## src/common/bal_pkg.sv

```systemverilog
/*
 * Package for the byte ALU and I/O bit access unit: operation codes,
 * flag positions, I/O address limits and the carrier structs.
 * Assumes one core clock and a decoder that presents one operation a cycle.
 */
package bal_pkg;

    typedef enum logic [4:0] {
        BAL_ADD      = 5'h00,
        BAL_ADD_C    = 5'h01,
        BAL_WORD_ADD = 5'h02,
        BAL_SUB      = 5'h03,
        BAL_SUB_C    = 5'h04,
        BAL_WORD_SUB = 5'h05,
        BAL_AND      = 5'h06,
        BAL_OR       = 5'h07,
        BAL_XOR      = 5'h08,
        BAL_SET_BITS = 5'h09,
        BAL_CLR_BITS = 5'h0a,
        BAL_TEST     = 5'h0b,
        BAL_INVERT   = 5'h0c,
        BAL_NEGATE   = 5'h0d,
        BAL_INC      = 5'h0e,
        BAL_DEC      = 5'h0f,
        BAL_ZERO     = 5'h10,
        BAL_COMPARE  = 5'h11,
        BAL_COMP_C   = 5'h12
    } bal_op_t;

    typedef enum logic [3:0] {
        BAL_IO_READ     = 4'h0,
        BAL_IO_WRITE    = 4'h1,
        BAL_IO_BIT_SET  = 4'h2,
        BAL_IO_BIT_CLR  = 4'h3,
        BAL_IO_SKIP_HI  = 4'h4,
        BAL_IO_SKIP_LO  = 4'h5,
        BAL_MEM_LOAD    = 4'h6,
        BAL_MEM_WRITE   = 4'h7
    } bal_io_op_t;

    // Flag positions in the status byte
    localparam int FLAG_C = 0;
    localparam int FLAG_Z = 1;
    localparam int FLAG_N = 2;
    localparam int FLAG_V = 3;
    localparam int FLAG_S = 4;
    localparam int FLAG_H = 5;

    localparam logic [7:0]  BYTE_ALL_ONES   = 8'hff;
    localparam logic [7:0]  IO_BIT_LAST     = 8'h1f;
    localparam logic [7:0]  IO_PORT_LAST    = 8'h3f;
    localparam logic [7:0]  IO_DATA_OFFSET  = 8'h20;
    localparam logic [7:0]  EXT_IO_FIRST    = 8'h60;
    localparam logic [7:0]  EXT_IO_LAST     = 8'hff;
    localparam logic [7:0]  DATA_IO_LAST    = 8'h5f;
    localparam logic [7:0]  FLAGS_RESET     = 8'h00;
    localparam logic [15:0] WORD_RESET      = 16'h0000;
    localparam logic [1:0]  WORD_OP_CYCLES  = 2'h2;

    typedef struct packed {
        logic        valid;
        bal_op_t     op;
        logic [7:0]  dst;
        logic [7:0]  src;
        logic        srcIsImm;
        logic [7:0]  imm;
        logic [7:0]  dstHigh;
    } bal_alu_req_t;

    typedef struct packed {
        logic        valid;
        logic        wordWrite;
        logic        writeBack;
        logic [15:0] result;
        logic [7:0]  flags;
    } bal_alu_rsp_t;

    typedef struct packed {
        logic        valid;
        bal_io_op_t  op;
        logic [7:0]  addr;
        logic [2:0]  bitSel;
        logic [7:0]  wrData;
        logic [7:0]  curData;
        logic [7:0]  w1cMask;
    } bal_io_req_t;

    typedef struct packed {
        logic        valid;
        logic        illegal;
        logic        write;
        logic [7:0]  dataAddr;
        logic [7:0]  wrData;
        logic        skip;
    } bal_io_rsp_t;

endpackage : bal_pkg

```

## src/core/bal_byte_alu.sv

```systemverilog
/*
 * Byte ALU top: 8-bit arithmetic and logic, word add and subtract on a
 * register pair over two cycles, plus the I/O access path.
 * Assumes the decoder holds off new requests while busy is high.
 */
`timescale 1ns/1ps
module bal_byte_alu
    import bal_pkg::*;
(
    input  wire logic         clock,
    input  wire logic         rst,
    input  wire bal_alu_req_t aluReq,
    input  wire logic         carryIn,
    input  wire bal_io_req_t  ioReq,
    output bal_alu_rsp_t      aluRsp,
    output logic              busy,
    output bal_io_rsp_t       ioRsp
);

    typedef enum logic [1:0] {
        ST_IDLE = 2'b01,
        ST_WORD = 2'b10
    } bal_state_t;

    typedef struct packed {
        bal_state_t   fsm;
        bal_alu_rsp_t rsp;
        logic         busy;
        logic [15:0]  wordRes;
        logic [7:0]   wordFlags;
    } bal_alu_state_t;

    bal_alu_state_t state_reg;
    bal_alu_state_t state_next;

    // -----------------------------------------------------------------
    // Byte flag helpers
    // -----------------------------------------------------------------
    function automatic logic [7:0] logicFlags(input logic [7:0] r, input logic [7:0] old);
        logic [7:0] f;
        f         = old;
        f[FLAG_Z] = (r == 8'h00);
        f[FLAG_N] = r[7];
        f[FLAG_V] = 1'b0;
        f[FLAG_S] = r[7];
        return f;
    endfunction : logicFlags

    function automatic logic [7:0] addFlags(input logic [7:0] a, input logic [7:0] b,
                                            input logic [8:0] s, input logic [7:0] old);
        logic [7:0] f;
        f         = old;
        f[FLAG_C] = s[8];
        f[FLAG_Z] = (s[7:0] == 8'h00);
        f[FLAG_N] = s[7];
        f[FLAG_V] = (a[7] == b[7]) && (s[7] != a[7]);
        f[FLAG_S] = f[FLAG_N] ^ f[FLAG_V];
        f[FLAG_H] = (a[3] & b[3]) | (b[3] & ~s[3]) | (~s[3] & a[3]);
        return f;
    endfunction : addFlags

    function automatic logic [7:0] subFlags(input logic [7:0] a, input logic [7:0] b,
                                            input logic [8:0] d, input logic [7:0] old,
                                            input logic chainZ);
        logic [7:0] f;
        f         = old;
        f[FLAG_C] = d[8];
        // Borrow forms keep Z only if it was already set, for multi-byte compares
        f[FLAG_Z] = (d[7:0] == 8'h00) && (!chainZ || old[FLAG_Z]);
        f[FLAG_N] = d[7];
        f[FLAG_V] = (a[7] != b[7]) && (d[7] != a[7]);
        f[FLAG_S] = f[FLAG_N] ^ f[FLAG_V];
        f[FLAG_H] = (~a[3] & b[3]) | (b[3] & d[3]) | (d[3] & ~a[3]);
        return f;
    endfunction : subFlags

    // -----------------------------------------------------------------
    // Next state
    // -----------------------------------------------------------------
    always_comb begin
        logic [7:0]  opB;
        logic [7:0]  fl;
        logic [8:0]  wide;
        logic [16:0] word;
        logic [15:0] pair;
        opB        = aluReq.srcIsImm ? aluReq.imm : aluReq.src;
        fl         = state_reg.rsp.flags;
        wide       = 9'h000;
        word       = 17'h00000;
        pair       = {aluReq.dstHigh, aluReq.dst};
        state_next = state_reg;
        state_next.rsp.valid     = 1'b0;
        state_next.rsp.wordWrite = 1'b0;
        state_next.rsp.writeBack = 1'b0;
        case (state_reg.fsm)
            ST_IDLE: begin
                if (aluReq.valid) begin
                    state_next.rsp.valid     = 1'b1;
                    state_next.rsp.writeBack = 1'b1;
                    state_next.rsp.result    = {8'h00, aluReq.dst};
                    case (aluReq.op)
                        BAL_ADD, BAL_ADD_C: begin
                            wide = {1'b0, aluReq.dst} + {1'b0, aluReq.src}
                                 + {8'h00, (aluReq.op == BAL_ADD_C) & carryIn};
                            state_next.rsp.result = {8'h00, wide[7:0]};
                            state_next.rsp.flags  = addFlags(aluReq.dst, aluReq.src, wide, fl);
                        end
                        BAL_SUB, BAL_COMPARE: begin
                            wide = {1'b0, aluReq.dst} - {1'b0, opB};
                            state_next.rsp.result    = {8'h00, wide[7:0]};
                            state_next.rsp.writeBack = (aluReq.op == BAL_SUB);
                            state_next.rsp.flags     = subFlags(aluReq.dst, opB, wide, fl, 1'b0);
                        end
                        BAL_SUB_C, BAL_COMP_C: begin
                            wide = {1'b0, aluReq.dst} - {1'b0, opB}
                                 - {8'h00, carryIn};
                            state_next.rsp.result    = {8'h00, wide[7:0]};
                            state_next.rsp.writeBack = (aluReq.op == BAL_SUB_C);
                            state_next.rsp.flags     = subFlags(aluReq.dst, opB, wide, fl, 1'b1);
                        end
                        BAL_WORD_ADD, BAL_WORD_SUB: begin
                            // Result and flags appear on the second cycle only
                            state_next.rsp.valid     = 1'b0;
                            state_next.rsp.writeBack = 1'b0;
                            state_next.fsm           = ST_WORD;
                            state_next.busy          = 1'b1;
                            if (aluReq.op == BAL_WORD_ADD) begin
                                word = {1'b0, pair} + {9'h000, aluReq.imm};
                                // Carry is the bit out of the top of the pair
                                state_next.wordFlags[FLAG_C] = word[16];
                                state_next.wordFlags[FLAG_V] = ~pair[15] & word[15];
                            end else begin
                                word = {1'b0, pair} - {9'h000, aluReq.imm};
                                state_next.wordFlags[FLAG_C] = word[15] & ~pair[15];
                                state_next.wordFlags[FLAG_V] = pair[15] & ~word[15];
                            end
                            state_next.wordRes           = word[15:0];
                            state_next.wordFlags[FLAG_Z] = (word[15:0] == WORD_RESET);
                            state_next.wordFlags[FLAG_N] = word[15];
                            state_next.wordFlags[FLAG_S] = word[15] ^ state_next.wordFlags[FLAG_V];
                            state_next.wordFlags[FLAG_H] = fl[FLAG_H];
                        end
                        BAL_AND: begin
                            state_next.rsp.result = {8'h00, aluReq.dst & opB};
                            state_next.rsp.flags  = logicFlags(aluReq.dst & opB, fl);
                        end
                        BAL_OR, BAL_SET_BITS: begin
                            state_next.rsp.result = {8'h00, aluReq.dst | opB};
                            state_next.rsp.flags  = logicFlags(aluReq.dst | opB, fl);
                        end
                        BAL_XOR: begin
                            state_next.rsp.result = {8'h00, aluReq.dst ^ aluReq.src};
                            state_next.rsp.flags  = logicFlags(aluReq.dst ^ aluReq.src, fl);
                        end
                        BAL_CLR_BITS: begin
                            state_next.rsp.result =
                                {8'h00, aluReq.dst & (BYTE_ALL_ONES - aluReq.imm)};
                            state_next.rsp.flags  =
                                logicFlags(aluReq.dst & (BYTE_ALL_ONES - aluReq.imm), fl);
                        end
                        BAL_TEST: begin
                            state_next.rsp.result = {8'h00, aluReq.dst & aluReq.dst};
                            state_next.rsp.flags  = logicFlags(aluReq.dst, fl);
                        end
                        BAL_INVERT: begin
                            state_next.rsp.result = {8'h00, BYTE_ALL_ONES - aluReq.dst};
                            state_next.rsp.flags  = logicFlags(~aluReq.dst, fl);
                            state_next.rsp.flags[FLAG_C] = 1'b1;
                        end
                        BAL_NEGATE: begin
                            wide = 9'h000 - {1'b0, aluReq.dst};
                            state_next.rsp.result = {8'h00, wide[7:0]};
                            state_next.rsp.flags  = subFlags(8'h00, aluReq.dst, wide, fl, 1'b0);
                            state_next.rsp.flags[FLAG_C] = (wide[7:0] != 8'h00);
                        end
                        BAL_INC, BAL_DEC: begin
                            wide = (aluReq.op == BAL_INC) ? {1'b0, aluReq.dst} + 9'h001
                                                          : {1'b0, aluReq.dst} - 9'h001;
                            state_next.rsp.result = {8'h00, wide[7:0]};
                            state_next.rsp.flags  = logicFlags(wide[7:0], fl);
                            state_next.rsp.flags[FLAG_V] = (aluReq.op == BAL_INC)
                                ? (aluReq.dst == 8'h7f) : (aluReq.dst == 8'h80);
                            state_next.rsp.flags[FLAG_S] = wide[7] ^ state_next.rsp.flags[FLAG_V];
                        end
                        BAL_ZERO: begin
                            state_next.rsp.result = {8'h00, aluReq.dst ^ aluReq.dst};
                            state_next.rsp.flags  = logicFlags(8'h00, fl);
                        end
                        default: begin
                            state_next.rsp.valid     = 1'b0;
                            state_next.rsp.writeBack = 1'b0;
                        end
                    endcase
                end
            end
            ST_WORD: begin
                state_next.fsm           = ST_IDLE;
                state_next.busy          = 1'b0;
                state_next.rsp.valid     = 1'b1;
                state_next.rsp.writeBack = 1'b1;
                state_next.rsp.wordWrite = 1'b1;
                state_next.rsp.result    = state_reg.wordRes;
                state_next.rsp.flags     = state_reg.wordFlags;
            end
            default: begin
                state_next.fsm  = ST_IDLE;
                state_next.busy = 1'b0;
            end
        endcase
    end

    always_ff @(posedge clock) begin
        if (rst) begin
            state_reg           <= '0;
            state_reg.fsm       <= ST_IDLE;
            state_reg.rsp.flags <= FLAGS_RESET;
        end else begin
            state_reg <= state_next;
        end
    end

    // -----------------------------------------------------------------
    // I/O access path
    // -----------------------------------------------------------------
    bal_io_access uIo (
        .clock (clock),
        .rst   (rst),
        .ioReq (ioReq),
        .ioRsp (ioRsp)
    );

    assign aluRsp = state_reg.rsp;
    assign busy   = state_reg.busy;

endmodule : bal_byte_alu

```

## src/core/bal_io_access.sv

```systemverilog
/*
 * I/O access path: range checks, data-space mapping, single-bit
 * set and clear, bit-test skips and write-one-to-clear merging.
 * Assumes the register file supplies the current I/O value with the request.
 */
`timescale 1ns/1ps
module bal_io_access
    import bal_pkg::*;
(
    input  wire logic        clock,
    input  wire logic        rst,
    input  wire bal_io_req_t ioReq,
    output bal_io_rsp_t      ioRsp
);

    typedef struct packed {
        bal_io_rsp_t rsp;
    } bal_io_state_t;

    bal_io_state_t state_reg;
    bal_io_state_t state_next;

    always_comb begin
        logic [7:0] bitMask;
        logic       inBitRange;
        logic       inPortRange;
        logic [7:0] keepFlags;
        bitMask     = 8'h01 << ioReq.bitSel;
        inBitRange  = (ioReq.addr <= IO_BIT_LAST);
        inPortRange = (ioReq.addr <= IO_PORT_LAST);
        // Write-one-to-clear bits are merged as zero so a bit set or clear keeps them
        keepFlags   = ioReq.curData & ~ioReq.w1cMask;
        state_next  = '0;
        state_next.rsp.valid    = ioReq.valid;
        state_next.rsp.dataAddr = ioReq.addr + IO_DATA_OFFSET;
        if (ioReq.valid) begin
            case (ioReq.op)
                BAL_IO_READ: begin
                    state_next.rsp.illegal = !inPortRange;
                end
                BAL_IO_WRITE: begin
                    state_next.rsp.illegal = !inPortRange;
                    state_next.rsp.write   = inPortRange;
                    state_next.rsp.wrData  = ioReq.wrData;
                end
                BAL_IO_BIT_SET: begin
                    state_next.rsp.illegal = !inBitRange;
                    state_next.rsp.write   = inBitRange;
                    state_next.rsp.wrData  = keepFlags | bitMask;
                end
                BAL_IO_BIT_CLR: begin
                    state_next.rsp.illegal = !inBitRange;
                    state_next.rsp.write   = inBitRange;
                    // A flag at the cleared bit is written zero, so it is left pending
                    state_next.rsp.wrData  = keepFlags & ~bitMask;
                end
                BAL_IO_SKIP_HI: begin
                    state_next.rsp.illegal = !inBitRange;
                    state_next.rsp.skip    = inBitRange && |(ioReq.curData & bitMask);
                end
                BAL_IO_SKIP_LO: begin
                    state_next.rsp.illegal = !inBitRange;
                    state_next.rsp.skip    = inBitRange && !(|(ioReq.curData & bitMask));
                end
                BAL_MEM_LOAD: begin
                    state_next.rsp.dataAddr = ioReq.addr;
                end
                BAL_MEM_WRITE: begin
                    state_next.rsp.dataAddr = ioReq.addr;
                    state_next.rsp.write    = 1'b1;
                    state_next.rsp.wrData   = ioReq.wrData;
                end
                default: begin
                    state_next.rsp.illegal = 1'b1;
                end
            endcase
        end
    end

    always_ff @(posedge clock) begin
        if (rst) begin
            state_reg <= '0;
        end else begin
            state_reg <= state_next;
        end
    end

    assign ioRsp = state_reg.rsp;

endmodule : bal_io_access

```

## config.mk

```make
export PLATFORM = sky130hd
export DESIGN_NAME = bal_byte_alu
export DESIGN_NICKNAME = d
export VERILOG_FILES = /design/src/common/bal_pkg.sv /design/src/core/bal_byte_alu.sv /design/src/core/bal_io_access.sv
export SDC_FILE = /design/constraint.sdc
export NUM_CORES = 1
export LEC_CHECK = 0
export BUFFER_PORTS_ARGS = -buffer_cell sky130_fd_sc_hd__buf_2
export CAP_MARGIN = 15
export CORE_ASPECT_RATIO = 0.7
export CORE_UTILIZATION = 30
export CTS_BUF_LIST = sky130_fd_sc_hd__clkbuf_8
export DETAILED_ROUTE_END_ITERATION = 12
export HOLD_SLACK_MARGIN = 0.05
export PLACE_DENSITY_LB_ADDON = 0.12
export SLEW_MARGIN = 5
export SYNTH_ARGS = -nofsm -noshare
export SYNTH_HDL_FRONTEND = slang
export SYNTH_SLANG_ARGS = --single-unit
```

## constraint.sdc

```tcl
create_clock -name clock -period 9 [get_ports clock]
set_clock_uncertainty 0.05 [all_clocks]
set_input_delay 2.7 -clock clock [delete_from_list [all_inputs] [get_ports clock]]
set_output_delay 2.7 -clock clock [all_outputs]
set_load 0.005 [all_outputs]
```

==> out/qor.csv <==
stage,metric,value,unit
status,status,completed,
placed_design,post-detail-place hpwl,22000,um
layout,"commonest non-fill, non-tap cell in the layout",buf_2,
logic_synthesis,cell area after synthesis,0.00711,mm2
layout,most frequent cells in the layout,"128 x buf_2, 87 x nor2_1, 77 x nand2_1, 70 x ha_1, 68 x dfxtp_1",
logic_synthesis,synth top area cells,"dfxtp_1 19%, ha_1 12%, nor2_1 4.6%",
logic_synthesis,Ys Warns,0,
timing,Slew Limit Fails,0,
floorplanning,die height,131,um
logic_synthesis,Post-synth EDFFs,0,
clocking,Post-CTS Setup Bufs,0,
floorplanning,Die X,186,um
logic_synthesis,post-synthesis sequential area ratio,19.1,%
timing,RSZ-0062 raised after global routing,no,
logic_synthesis,Synth top area share,19.1,%
placed_design,worst slack after detailed placement,2.63,ns
timing,Max Freq,164,MHz
critical_path,Crit Path Max Fanout,10,
logic_synthesis,"area leader, netlist",dfxtp_1,
floorplanning,num ports,130,
layout,fillcell total,2503,
logic_synthesis,Yosys reg bits,68,
route,TritonRoute pass-1 iters,9,
floorplanning,core region area,0.0230,mm2
timing,Tmin final,6.11,ns
layout,Finished Layout Cells,1331,
layout,# nets final,1175,
grt,initial antenna violation count,0,
clocking,H-tree depth,3,
critical_path,Reg2Reg Setup Slack,6.26,ns
layout,max reg flops,25,
route,Initial DRC Count,673,
grt,vias in the first global route,6568,
timing,Final Hold Slack,0.403,ns
timing,slew margin rel.,20.1,%
clocking,total CTS buffers,9,
flow_run,Max-Cap Viols,0,
clocking,worst skew pair latency,0.35,ns
layout,synthesis-to-finish area growth,13.2,%
worst_hold_path,HP Class,reg -> reg,
clocking,CTS tree,built,
critical_path,Startpoint Class,input pin,
clocking,clk buf depth,2,
layout,post-route cell area,0.00805,mm2
route,Avg WL per Cell,20.5,um
grt,GRT overflow,0,
critical_path,kind of critical path,in -> reg,
layout,fraction of layout cells with a size suffix above 1,16.7,%
timing,Final setup viols,0,
pwr,P_leak,3.42,nW
critical_path,CP arrival,6.26,ns
route,Post-route DRC,0,
critical_path,critical path required time,9.16,ns
grt,first-pass GRT wire length,40600,um
route,via count,7369,
logic_synthesis,synth unique cells,81,
logic_synthesis,Async SR Flop Fraction,0,%
clocking,clk sinks,68,
route,ANT nets after route,0,
pwr,maximum VDD drop,78.2,uV
timing,setup tns final,0,ns
logic_synthesis,Mapped Cells,942,
route,Avg Vias per Cell,5.54,
placed_design,placed cell area,0.00780,mm2
route,Routed Wire Length,27300,um
timing,crit share post-route,67.9,%
placed_design,placed cell count,1315,
grt,GRT Util Overall,22.5,%
layout,number of diodes,0,
timing,Final WS setup,2.89,ns
pwr,power density over the cells,123,mW/mm2
clocking,clock transition at the registers of the reported paths,0.07,ns
timing,Final Hold Viols,0,
floorplanning,Rows,46,
floorplanning,Initial Util,31.0,%
timing,slew at the pin closest to its max-slew limit,1.19,ns
logic_synthesis,Syn Area/Cell,7.55,um2
floorplanning,Die ar.,0.0243,mm2
placed_design,GPL Wtd Cong,0.983,
clocking,post-CTS resize count,0,
clocking,Root Driver,clkbuf_8,
clocking,Post-CTS Hold Fix Bufs,0,
logic_synthesis,most common flop cell mapped by yosys,dfxtp_1,
placed_design,PortBufs,127,
critical_path,Crit. End Element,flop,
grt,pin count of the biggest net entering global routing,59,
==> power breakdown <==
group          switching (mW)  internal (mW)
Sequential            0.00428          0.310
Combinational           0.231          0.128
Clock                   0.127          0.186
Total                   0.363          0.624
==> per-stage QoR <==
stage	power, mW	util [%]
2_1_floorplan	0.546	-
3_3_place_gp	0.676	34.0
3_5_place_dp	0.669	34.0
4_1_cts	0.984	35.1
5_1_grt	1.04	35.1
6_report	0.987	35.1
==> layer usage <==
metal	global-route usage [%]	up-vias	wire, um
met2	29.4	331	10400
met1	34.0	3456	13500
met4	3.28	0	261
met3	8.90	26	3130
met5	0	-	0
li1	-	3556	-
==> cell type report <==
class,count,area (um2),area share [%]
Clock buffer,9,124,1.54
Tap cell,312,390,4.85
Sequential cell,68,1360,16.9
Timing Repair Buffer,136,701,8.70
Multi-Input combinational cell,746,5150,64.0
Inverter,53,199,2.47
Clock inverter,7,124,1.54
==> worst paths after layout <==
| kind | from | endpoint | depth (start not counted) |
|---|---|---|---|
| hold reg to reg | aluRsp[10] | aluRsp[10] | 2 |
| setup / recovery | aluReq[16] | aluRsp[3] | 13 |
| setup reg to reg | state_reg[53] | state_reg[0] | 7 |
| hold / removal | aluRsp[10] | aluRsp[10] | 2 |
==> synth_stat cells (13+ instances only) <==
library cell,number
ha_1,70
o21ai_0,42
xnor2_1,24
nand3_1,25
nor3_1,22
and3_1,17
clkbuf_1,38
dfxtp_1,68
nand2b_1,13
nor2b_1,22
nor2_1,87
a21oi_1,55
a31oi_1,13
buf_4,28
mux2i_1,13
inv_1,52
a22oi_1,22
nor4_1,14
xor2_1,18
nand2_1,77
==> logic make-up after synthesis <==
family,count (synthesis),synth area share (%)
AO/OA/AOI/OAI,263,25.4
flip-flops,68,19.1
AND/OR/NAND/NOR,347,25.1
multiplexers,13,1.83
buffers and inverters,129,8.49
other,1,0.0527
XOR/XNOR,42,5.17
adder cells (fa/ha/maj),79,14.8
==> critical path: stages <==
cell and delay [ns]:
buf_2 0.26, mux2i_1 0.58, ha_1 0.34, inv_1 0.11, nand3_1 0.10, o21ai_0 0.41
a21oi_1 0.16, fa_1 0.67, xnor2_1 0.15, a32o_1 0.27, a221o_1 0.25, a31oi_1 0.15
o22ai_1 0.09
(Power assumes the default switching activity.)
